**src/rtl/srp_pkg.sv**
```systemverilog
// Constants, register map, states and carrier types of the standby/reset power sequencer.
// Assumes a single 40 MHz clock and a plain strobe-based register port.
package srp_pkg;

   ////////////////////////////////////////////////////////////////////////////////////////////
   // Clock and time base
   localparam int CLK_NS      = 25;
   localparam int TICK_NS     = 1000;
   localparam int TICK_CYCLES = (TICK_NS + CLK_NS - 1) / CLK_NS;
   localparam int TMR_W       = 16;

   // Delays in microseconds, as printed
   localparam logic [15:0] MIN_STBY_DEF_US   = 16'h2710;  // 10 ms
   localparam logic [15:0] MIN_STBY_FLOOR_US = 16'h0BB8;  // 3 ms
   localparam logic [15:0] BOOT_DLY_DEF_US   = 16'h2710;  // 10 ms
   localparam logic [15:0] BOOT_DLY_FLOOR_US = 16'h05DC;  // 1.5 ms
   localparam logic [15:0] CORE_SETTLE_US    = 16'h00C8;  // 200 us
   localparam logic [15:0] HW_INIT_US        = 16'h0082;  // 130 us
   localparam logic [15:0] CPU_SETTLE_US     = 16'h0032;  // 50 us
   localparam logic [15:0] RST_PULSE_US      = 16'h0014;  // 20 us

   ////////////////////////////////////////////////////////////////////////////////////////////
   // Register map
   localparam int          ADDR_W       = 4;
   localparam int          DATA_W       = 32;
   localparam logic [3:0]  OFS_CTRL     = 4'h0;
   localparam logic [3:0]  OFS_MINSTBY  = 4'h4;
   localparam logic [3:0]  OFS_BOOTDLY  = 4'h8;
   localparam logic [3:0]  OFS_STATUS   = 4'hC;
   localparam int          CTRL_SLEEP   = 0;
   localparam int          CTRL_LPRS    = 1;
   localparam int          CTRL_LVS     = 2;
   localparam int          STAT_PWRON   = 5;
   localparam int          STAT_GRANT   = 6;
   localparam int          STAT_PEND    = 7;
   localparam logic [3:0]  SYNC_RST_VAL = 4'h1;

   ////////////////////////////////////////////////////////////////////////////////////////////
   // Types
   typedef enum logic [3:0] {
      ST_CORE_WAIT, ST_CORE_SETTLE, ST_HW_INIT, ST_BOOT, ST_RUN,
      ST_STOP, ST_STANDBY, ST_RST_PULSE, ST_EXT_RESET
   } srp_state_t;

   typedef struct packed {
      logic [ADDR_W-1:0] addr;
      logic [DATA_W-1:0] wdata;
      logic              wr;
      logic              rd;
   } srp_req_t;

   typedef struct packed {
      logic lowVoltageSelect;
      logic lowpowerRegulatorSelect;
   } srp_ctrl_t;

endpackage : srp_pkg

```
**src/rtl/srp_sequencer.sv**
```systemverilog
// Standby entry/exit, supply settle and crash-recovery sequencer of the processor side.
// Assumes a power IC on powerOnRequest and an open-drain shared reset line; supply-good
// comparators, wake-up and the reset line arrive asynchronously.
//
// Summary of operation
// - Deep sleep selects Standby only with both regulator select bits cleared.
// - Power-on request drops in the same edge Standby is entered.
// - Minimum-standby timer starts on entry; no wake-up exit before it elapses.
// - Minimum-standby duration programmable, floor 3 ms, default 10 ms.
// - Wake-up after minimum standby exits Standby and raises power-on request.
// - Core supply good starts 200 us settle; internal reset held meanwhile (no settle after a shared reset: ST_EXT_RESET goes to ST_BOOT).
// - Leaving internal reset runs 130 us hardware initialisation (skipped when ST_EXT_RESET releases it straight into ST_BOOT).
// - Processor supply good starts settle; Run needs settle and init done (after a shared reset, ST_BOOT and Run follow without either).
// - Entering Run from Standby waits out boot-access delay before boot memory.
// - Boot-access delay programmable, default 10 ms after reset.
// - Boot-access delay may go down to 1.5 ms, no lower.
// - Shared active-low reset line, either side may pull it low.
// - Either watchdog expiring drives a low pulse onto the shared reset.
// - Watchdog pulse is generated from every state except the reset pulse and external reset states.
// - Shared reset rising starts the 10 ms boot-access delay.
//
// Added by the designer: the register offsets and the strobed register port.
module srp_sequencer
   import srp_pkg::*;
#(
   parameter logic [15:0] MIN_STBY_US = MIN_STBY_DEF_US,
   parameter logic [15:0] BOOT_DLY_US = BOOT_DLY_DEF_US,
   parameter logic [15:0] CORE_US     = CORE_SETTLE_US,
   parameter logic [15:0] INIT_US     = HW_INIT_US,
   parameter logic [15:0] CPU_US      = CPU_SETTLE_US,
   parameter logic [15:0] PULSE_US    = RST_PULSE_US,
   parameter int          TICKS       = TICK_CYCLES
) (
   input  wire logic              clk,
   input  wire logic              resetn,
   input  wire srp_req_t          busReq,
   output logic      [DATA_W-1:0] busRdata,
   input  wire logic              wakeupEvent,
   input  wire logic              coreSupplyGood,
   input  wire logic              cpuSupplyGood,
   input  wire logic              watchdogOneResetOut,
   input  wire logic              watchdogTwoResetOut,
   input  wire logic              sharedResetNIn,
   output logic                   sharedResetNOut,
   output logic                   sharedResetNOe,
   output logic                   powerOnRequest,
   output logic                   internalResetN,
   output logic                   runMode,
   output logic                   bootAccessGrant
);

   ////////////////////////////////////////////////////////////////////////////////////////////
   // Input synchronisation
   logic [3:0] pinSync;
   logic       wakeS, coreGoodS, cpuGoodS, lineHighS;

   srp_sync #(
      .W       (4),
      .RST_VAL (SYNC_RST_VAL)
   ) uSync (
      .clk     (clk),
      .resetn  (resetn),
      .asyncIn ({wakeupEvent, coreSupplyGood, cpuSupplyGood, sharedResetNIn}),
      .syncOut (pinSync)
   );

   assign wakeS     = pinSync[3];
   assign coreGoodS = pinSync[2];
   assign cpuGoodS  = pinSync[1];
   assign lineHighS = pinSync[0];

   ////////////////////////////////////////////////////////////////////////////////////////////
   // Timers
   logic              mainLoad;
   logic [TMR_W-1:0]  mainVal;
   logic              mainExp;
   logic              cpuExp;
   logic              cpuReady;

   srp_timer #(
      .TICKS (TICKS)
   ) uMainTimer (
      .clk     (clk),
      .resetn  (resetn),
      .load    (mainLoad),
      .loadVal (mainVal),
      .expired (mainExp)
   );

   srp_timer #(
      .TICKS (TICKS)
   ) uCpuTimer (
      .clk     (clk),
      .resetn  (resetn),
      .load    (!cpuGoodS),
      .loadVal (CPU_US),
      .expired (cpuExp)
   );

   assign cpuReady = cpuGoodS && cpuExp;

   ////////////////////////////////////////////////////////////////////////////////////////////
   // Helpers
   function automatic logic [15:0] clampFloor(input logic [15:0] v, input logic [15:0] f);
      return (v < f) ? f : v;
   endfunction : clampFloor

   function automatic logic isAwake(input srp_state_t s);
      return (s == ST_HW_INIT) || (s == ST_BOOT) || (s == ST_RUN) || (s == ST_STOP);
   endfunction : isAwake

   ////////////////////////////////////////////////////////////////////////////////////////////
   // Register file
   srp_ctrl_t   ctrl_q, ctrl_d;
   logic [15:0] minStby_q, minStby_d;
   logic [15:0] bootDly_q, bootDly_d;
   logic        sleepReq_q, sleepReq_d;
   logic [31:0] rdata_d;
   srp_state_t  state_q, state_d;
   logic        pending_q, pending_d;

   always_comb begin
      ctrl_d     = ctrl_q;
      minStby_d  = minStby_q;
      bootDly_d  = bootDly_q;
      sleepReq_d = 1'b0;
      rdata_d    = '0;
      if (state_q == ST_EXT_RESET) begin
         ctrl_d    = '0;
         minStby_d = MIN_STBY_US;
         bootDly_d = BOOT_DLY_US;
      end else if (busReq.wr) begin
         case (busReq.addr)
            OFS_CTRL: begin
               ctrl_d.lowpowerRegulatorSelect = busReq.wdata[CTRL_LPRS];
               ctrl_d.lowVoltageSelect        = busReq.wdata[CTRL_LVS];
               sleepReq_d                     = busReq.wdata[CTRL_SLEEP];
            end
            OFS_MINSTBY: minStby_d = clampFloor(busReq.wdata[15:0], MIN_STBY_FLOOR_US);
            OFS_BOOTDLY: bootDly_d = clampFloor(busReq.wdata[15:0], BOOT_DLY_FLOOR_US);
            default: begin
            end
         endcase
      end
      if (busReq.rd) begin
         case (busReq.addr)
            OFS_CTRL:    rdata_d = {29'h0000000, ctrl_q.lowVoltageSelect,
                                    ctrl_q.lowpowerRegulatorSelect, 1'b0};
            OFS_MINSTBY: rdata_d = {16'h0000, minStby_q};
            OFS_BOOTDLY: rdata_d = {16'h0000, bootDly_q};
            OFS_STATUS:  rdata_d = {24'h000000, pending_q, bootAccessGrant, powerOnRequest,
                                    1'b0, state_q};
            default:     rdata_d = '0;
         endcase
      end
   end

   always_ff @(posedge clk or negedge resetn) begin
      if (!resetn) begin
         ctrl_q     <= '0;
         minStby_q  <= MIN_STBY_US;
         bootDly_q  <= BOOT_DLY_US;
         sleepReq_q <= 1'b0;
         busRdata   <= '0;
      end else begin
         ctrl_q     <= ctrl_d;
         minStby_q  <= minStby_d;
         bootDly_q  <= bootDly_d;
         sleepReq_q <= sleepReq_d;
         busRdata   <= rdata_d;
      end
   end

   ////////////////////////////////////////////////////////////////////////////////////////////
   // Sequencer
   logic watchdogHit;
   logic pwrOn_d, intRstN_d, run_d, grant_d, oe_d;

   assign watchdogHit = watchdogOneResetOut || watchdogTwoResetOut;

   always_comb begin
      state_d   = state_q;
      pending_d = pending_q;
      mainLoad  = 1'b0;
      mainVal   = CORE_US;
      if (watchdogHit && (state_q != ST_RST_PULSE) && (state_q != ST_EXT_RESET)) begin
         state_d   = ST_RST_PULSE;
         pending_d = 1'b0;
         mainLoad  = 1'b1;
         mainVal   = PULSE_US;
      end else if (!lineHighS && (state_q != ST_RST_PULSE) && (state_q != ST_EXT_RESET)) begin
         state_d   = ST_EXT_RESET;
         pending_d = 1'b0;
      end else begin
         case (state_q)
            ST_RUN: begin
               if (sleepReq_q) begin
                  if (!ctrl_q.lowpowerRegulatorSelect && !ctrl_q.lowVoltageSelect) begin
                     state_d   = ST_STANDBY;
                     pending_d = 1'b0;
                     mainLoad  = 1'b1;
                     mainVal   = minStby_q;
                  end else begin
                     state_d = ST_STOP;
                  end
               end
            end
            ST_STOP: begin
               if (wakeS) begin
                  state_d = ST_RUN;
               end
            end
            ST_STANDBY: begin
               if (wakeS) begin
                  pending_d = 1'b1;
               end
               if (mainExp && (pending_q || wakeS)) begin
                  state_d   = ST_CORE_WAIT;
                  pending_d = 1'b0;
               end
            end
            ST_CORE_WAIT: begin
               mainLoad = 1'b1;
               mainVal  = CORE_US;
               if (coreGoodS) begin
                  state_d = ST_CORE_SETTLE;
               end
            end
            ST_CORE_SETTLE: begin
               if (!coreGoodS) begin
                  state_d = ST_CORE_WAIT;
               end else if (mainExp) begin
                  state_d  = ST_HW_INIT;
                  mainLoad = 1'b1;
                  mainVal  = INIT_US;
               end
            end
            ST_HW_INIT: begin
               if (mainExp && cpuReady) begin
                  state_d  = ST_BOOT;
                  mainLoad = 1'b1;
                  mainVal  = bootDly_q;
               end
            end
            ST_BOOT: begin
               if (mainExp) begin
                  state_d = ST_RUN;
               end
            end
            ST_RST_PULSE: begin
               if (mainExp) begin
                  state_d = ST_EXT_RESET;
               end
            end
            ST_EXT_RESET: begin
               if (lineHighS) begin
                  state_d  = ST_BOOT;
                  mainLoad = 1'b1;
                  mainVal  = BOOT_DLY_US;
               end
            end
            default: begin
               state_d = ST_CORE_WAIT;
            end
         endcase
      end
   end

   always_comb begin
      pwrOn_d   = (state_d != ST_STANDBY);
      intRstN_d = isAwake(state_d);
      run_d     = (state_d == ST_BOOT) || (state_d == ST_RUN) || (state_d == ST_STOP);
      grant_d   = (state_d == ST_RUN) || (state_d == ST_STOP);
      oe_d      = (state_d == ST_RST_PULSE);
   end

   always_ff @(posedge clk or negedge resetn) begin
      if (!resetn) begin
         state_q         <= ST_CORE_WAIT;
         pending_q       <= 1'b0;
         powerOnRequest  <= 1'b1;
         internalResetN  <= 1'b0;
         runMode         <= 1'b0;
         bootAccessGrant <= 1'b0;
         sharedResetNOe  <= 1'b0;
         sharedResetNOut <= 1'b0;
      end else begin
         state_q         <= state_d;
         pending_q       <= pending_d;
         powerOnRequest  <= pwrOn_d;
         internalResetN  <= intRstN_d;
         runMode         <= run_d;
         bootAccessGrant <= grant_d;
         sharedResetNOe  <= oe_d;
         sharedResetNOut <= 1'b0;
      end
   end

endmodule : srp_sequencer

```
**src/rtl/srp_sync.sv**
```systemverilog
// Three-flop input synchroniser; an output changes once stages two and three agree.
// Assumes asynchronous inputs and a free-running clk.
module srp_sync
   import srp_pkg::*;
#(
   parameter int         W       = 4,
   parameter logic [W-1:0] RST_VAL = '0
) (
   input  wire logic         clk,
   input  wire logic         resetn,
   input  wire logic [W-1:0] asyncIn,
   output logic      [W-1:0] syncOut
);

   logic [W-1:0] s1_q, s2_q, s3_q;
   logic [W-1:0] out_d;

   always_comb begin
      for (int i = 0; i < W; i++) begin
         out_d[i] = (s2_q[i] == s3_q[i]) ? s3_q[i] : syncOut[i];
      end
   end

   always_ff @(posedge clk or negedge resetn) begin
      if (!resetn) begin
         s1_q    <= RST_VAL;
         s2_q    <= RST_VAL;
         s3_q    <= RST_VAL;
         syncOut <= RST_VAL;
      end else begin
         s1_q    <= asyncIn;
         s2_q    <= s1_q;
         s3_q    <= s2_q;
         syncOut <= out_d;
      end
   end

endmodule : srp_sync

```
**src/rtl/srp_timer.sv**
```systemverilog
// Microsecond down-counter with its own prescaler; expired is a registered level.
// Assumes load values of at least one tick; load restarts the prescaler.
module srp_timer
   import srp_pkg::*;
#(
   parameter int TICKS = TICK_CYCLES
) (
   input  wire logic             clk,
   input  wire logic             resetn,
   input  wire logic             load,
   input  wire logic [TMR_W-1:0] loadVal,
   output logic                  expired
);

   logic [TMR_W-1:0] cnt_q, cnt_d;
   logic [7:0]       pre_q, pre_d;
   logic             exp_d;

   always_comb begin
      cnt_d = cnt_q;
      pre_d = pre_q;
      exp_d = expired;
      if (load) begin
         cnt_d = loadVal;
         pre_d = 8'(TICKS - 1);
         exp_d = (loadVal == '0);
      end else if (cnt_q != '0) begin
         if (pre_q == 8'h00) begin
            pre_d = 8'(TICKS - 1);
            cnt_d = cnt_q - 16'h0001;
            exp_d = (cnt_q == 16'h0001);
         end else begin
            pre_d = pre_q - 8'h01;
         end
      end
   end

   always_ff @(posedge clk or negedge resetn) begin
      if (!resetn) begin
         cnt_q   <= '0;
         pre_q   <= '0;
         expired <= 1'b1;
      end else begin
         cnt_q   <= cnt_d;
         pre_q   <= pre_d;
         expired <= exp_d;
      end
   end

endmodule : srp_timer

```
**config.mk**
```make
export PLATFORM = sky130hd
export DESIGN_NAME = srp_sequencer
export DESIGN_NICKNAME = d
export VERILOG_FILES = /design/src/rtl/srp_pkg.sv /design/src/rtl/srp_sequencer.sv /design/src/rtl/srp_sync.sv /design/src/rtl/srp_timer.sv
export SDC_FILE = /design/constraint.sdc
export NUM_CORES = 1
export LEC_CHECK = 0
export ABC_AREA = 1
export BUFFER_PORTS_ARGS = -buffer_cell sky130_fd_sc_hd__buf_4
export CAP_MARGIN = 20
export CORE_AREA = 4 4 117 163
export CTS_BUF_LIST = sky130_fd_sc_hd__clkbuf_2 sky130_fd_sc_hd__clkbuf_4 sky130_fd_sc_hd__clkbuf_8
export DETAILED_ROUTE_END_ITERATION = 16
export DIE_AREA = 0 0 121 167
export GPL_TIMING_DRIVEN = 0
export PLACE_DENSITY = 0.75
export SLEW_MARGIN = 5
export SYNTH_ARGS = -nofsm -noshare
export SYNTH_HDL_FRONTEND = slang
export SYNTH_HIERARCHICAL = 1
export SYNTH_SLANG_ARGS = --single-unit
```
**constraint.sdc**
```tcl
create_clock -name clk -period 6.1 [get_ports clk]
set_input_delay 1.22 -clock clk [delete_from_list [all_inputs] [get_ports clk]]
set_output_delay 1.22 -clock clk [all_outputs]
set_load 0.01 [all_outputs]
```
==> impl_metrics.yaml <==
outcome:
  status: "completed"
finish:
  final_common_cell: "nand2_1"
  drive_above_1_share: 0.1842
  final_cell_mix: "nand2_1, nor2_1, dfrtp_1"
  final_nets: 1241
  area_delta_synth_final_pct: 16.51
  insertedDiodeCount: 0
  final_util: 0.5200
die:
  start_util: 0.4463
  die_h_um: 167
  core_area_mm2: 0.01747
  row_count: 57
  die_area_mm2: 0.02021
  ioPinCount: 84
  die_w_um: 121
clock_network:
  cts_tree: "yes"
  clk_latency_ps: 470
  cts-htree-levels: 4
  clk_pin_slew_ps: 80
  cts_resized: 0
  clock_path_buffers: 2
  root_buffer: "clkbuf_8"
  cts_setup_buffers: 0
  clock-sinks: 127
  numCtsBuffers: 17
  hold_buffers: 0
logic_synthesis:
  ys_seq_area_frac: 0.4102
  synth_top_area_frac: 0.3530
  ys_seq_elements: 127
  synth_cells: 1071
  synth.distinct_cells: 48
  synth_area_leaders: "dfrtp_1, nand2_1, nor2_1"
  syn_avg_cell_area_um2: 7.282
  syn-cell-area_mm2: 0.007799
  synthArstFlopShare: 1.000
  synth-edff-count: 0
  synth_top_cell_by_area: "dfrtp_1"
  ys.flop_type: "dfrtp_1"
  yosys_warnings: 6
power_and_ir_drop:
  ir_drop_v: 0.0002792
  leakagePower_uw: 0.004643
  p_per_area_mw_per_mm2: 377.6
timing:
  fmax_ghz: 0.3824
  finalCritPeriodShare: 0.4287
  finalMaxSlewViolations: 0
  rsz0062_at_grt: "no"
  tns_ps: 0
  setup_violations: 0
  worst_pin_slew_ps: 583.4
  hold_viol: 0
  fin_crit_ps: 2615
  skew_ps: 18.36
  relSlewSlack: 0.6111
hold_path:
  hold_class: "reg2reg"
  hold_start: "uSync/s1_q[3]$_DFF_PN0_"
routing:
  antenna_left: 0
  drc: 0
  routedWlPerCell_um: 13.32
  vias_per_cell: 4.973
  drt_iter0_drc: 541
  vias: 7141
  drt_first_pass_iters: 5
  drt_wl_total_um: 19130
global_route:
  grt_overflow: 0
  grt_antenna_before_repair: 0
  grt_start_max_net_pins: 87
  busiest_layer: "met2"
  grt_use_met3: 0.03562
  met1_usage: 0.2439
  use_met2: 0.3301
  grt_pass1_vias: 6759
  track_usage: 0.1946
  grt_first_pass_wirelength_um: 32130
critical_path:
  crit_type: "in2reg"
  crit_path_start_kind: "input pin"
  slowest_delay_ps: 240
  r2r_start: "state_q[3]$_DFF_PN0_"
  cp.buffers_inverters: 6
  crit_chain: "buf_4, nor2_1, nor2_4, inv_4, o21ai_0, buf_2, inv_2, buf_4, buf_2, o211ai_1, nand3_1, nand2_1"
  path_max_fanout: 10
  crit_slowest_cell: "nor2_1"
  crit_family: "buffers and inverters"
  crit_path_start: "watchdogTwoResetOut"
  cp.arrival_ps: 2960
  endpoint_kind: "register"
  worstPathRequired_ps: 6450
placement:
  io_buffers: 50
  gp_congestion: 0.8849
  hpwl_um: 14220
run:
  cap_violations: 0
-- per-layer routing --
| layer | vias to the layer above | wire [µm] |
|---|---|---|
| li1 | 3601 | - |
| met1 | 3290 | 8053 |
| met2 | 217 | 9646 |
| met3 | 33 | 991 |
| met4 | 0 | 433 |
| met5 | - | 0 |
-- registers in the layout, indices dropped and copies added (netlist names), 8 cells and up --
register	count
bootDly_q	16
busRdata	16
minStby_q	16
uCpuTimer/cnt_q	16
uCpuTimer/pre_q	8
uMainTimer/cnt_q	16
uMainTimer/pre_q	8
-- cell type report --
cell class	instances	area, µm²
clock inverter	13	151.4
clock buffer	19	261.5
timing repair buffer	51	406.6
fill	1692	8387
sequential	127	3199
multi-input combinational	830	4019
inverter	120	457.9
buffer	40	295.3
tap	236	295.3
-- report_power, final --
part	internal (µW)	total, µW	switching, µW	leakage (µW)
clock network	393	772	379	0.000202
logic	485	1350	869	0.00289
registers	1100	1310	210	0.00155
-- logic make-up (layout without fill, tap and decap cells) --
family | count (synthesis) | after routing | synth area share
compound gates | 141 | 141 | 0.1118
xor+xnor | 4 | 4 | 0.004492
fa+ha+maj | 8 | 8 | 0.01284
buf+inv | 160 | 243 | 0.09658
flops | 127 | 127 | 0.4102
mux | 1 | 1 | 0.001284
other cells | 2 | 48 | 0.0009630
simple gates | 628 | 628 | 0.3618
-- Yosys cell counts (11+ instances only) --
master and instances:
nand2_1 315, nor2_1 162, dfrtp_1 110, inv_1 105, nand3_1 67, o21ai_0 44, a21oi_1 32, nor2_2 22
buf_4 18, dfstp_2 17, o21ai_1 13, nand4_1 12, nor2_4 12, o21ai_2 12, inv_2 11, nand3b_1 11
-- worst paths after layout --
check | endpoint | slack (ps) | depth (start not counted)
setup / recovery | uMainTimer/cnt_q[6]$_DFFE_PN0P_ | 3490 | 12
hold / removal | uSync/s2_q[3]$_DFF_PN0_ | 350 | 0
min in group asynchronous | uCpuTimer/pre_q[2]$_DFFE_PN0P_ | 670 | 1
max in group asynchronous | minStby_q[10]$_DFFE_PN1P_ | 4650 | 2
setup reg to reg | uMainTimer/cnt_q[13]$_DFFE_PN0P_ | 3540 | 13
hold reg to reg | uSync/s2_q[3]$_DFF_PN0_ | 350 | 0
-- per-stage QoR --
step | cells | instance area, µm² | setup WS [ps] | hold slack, ps | power, µW
2_1_floorplan | 1117 | 7971 | 3534 | 331.2 | 2303
3_3_place_gp | 1403 | 8642 | 3051 | 333.0 | 2630
3_5_place_dp | 1404 | 8673 | 3006 | 336.3 | 2658
4_1_cts | 1436 | 9086 | 3497 | 349.3 | 3441
5_1_grt | 1436 | 9086 | 3319 | 347.4 | 3693
6_report | 1436 | 9086 | 3485 | 346.2 | 3431
No activity file was read; power rests on OpenSTA's default activity.
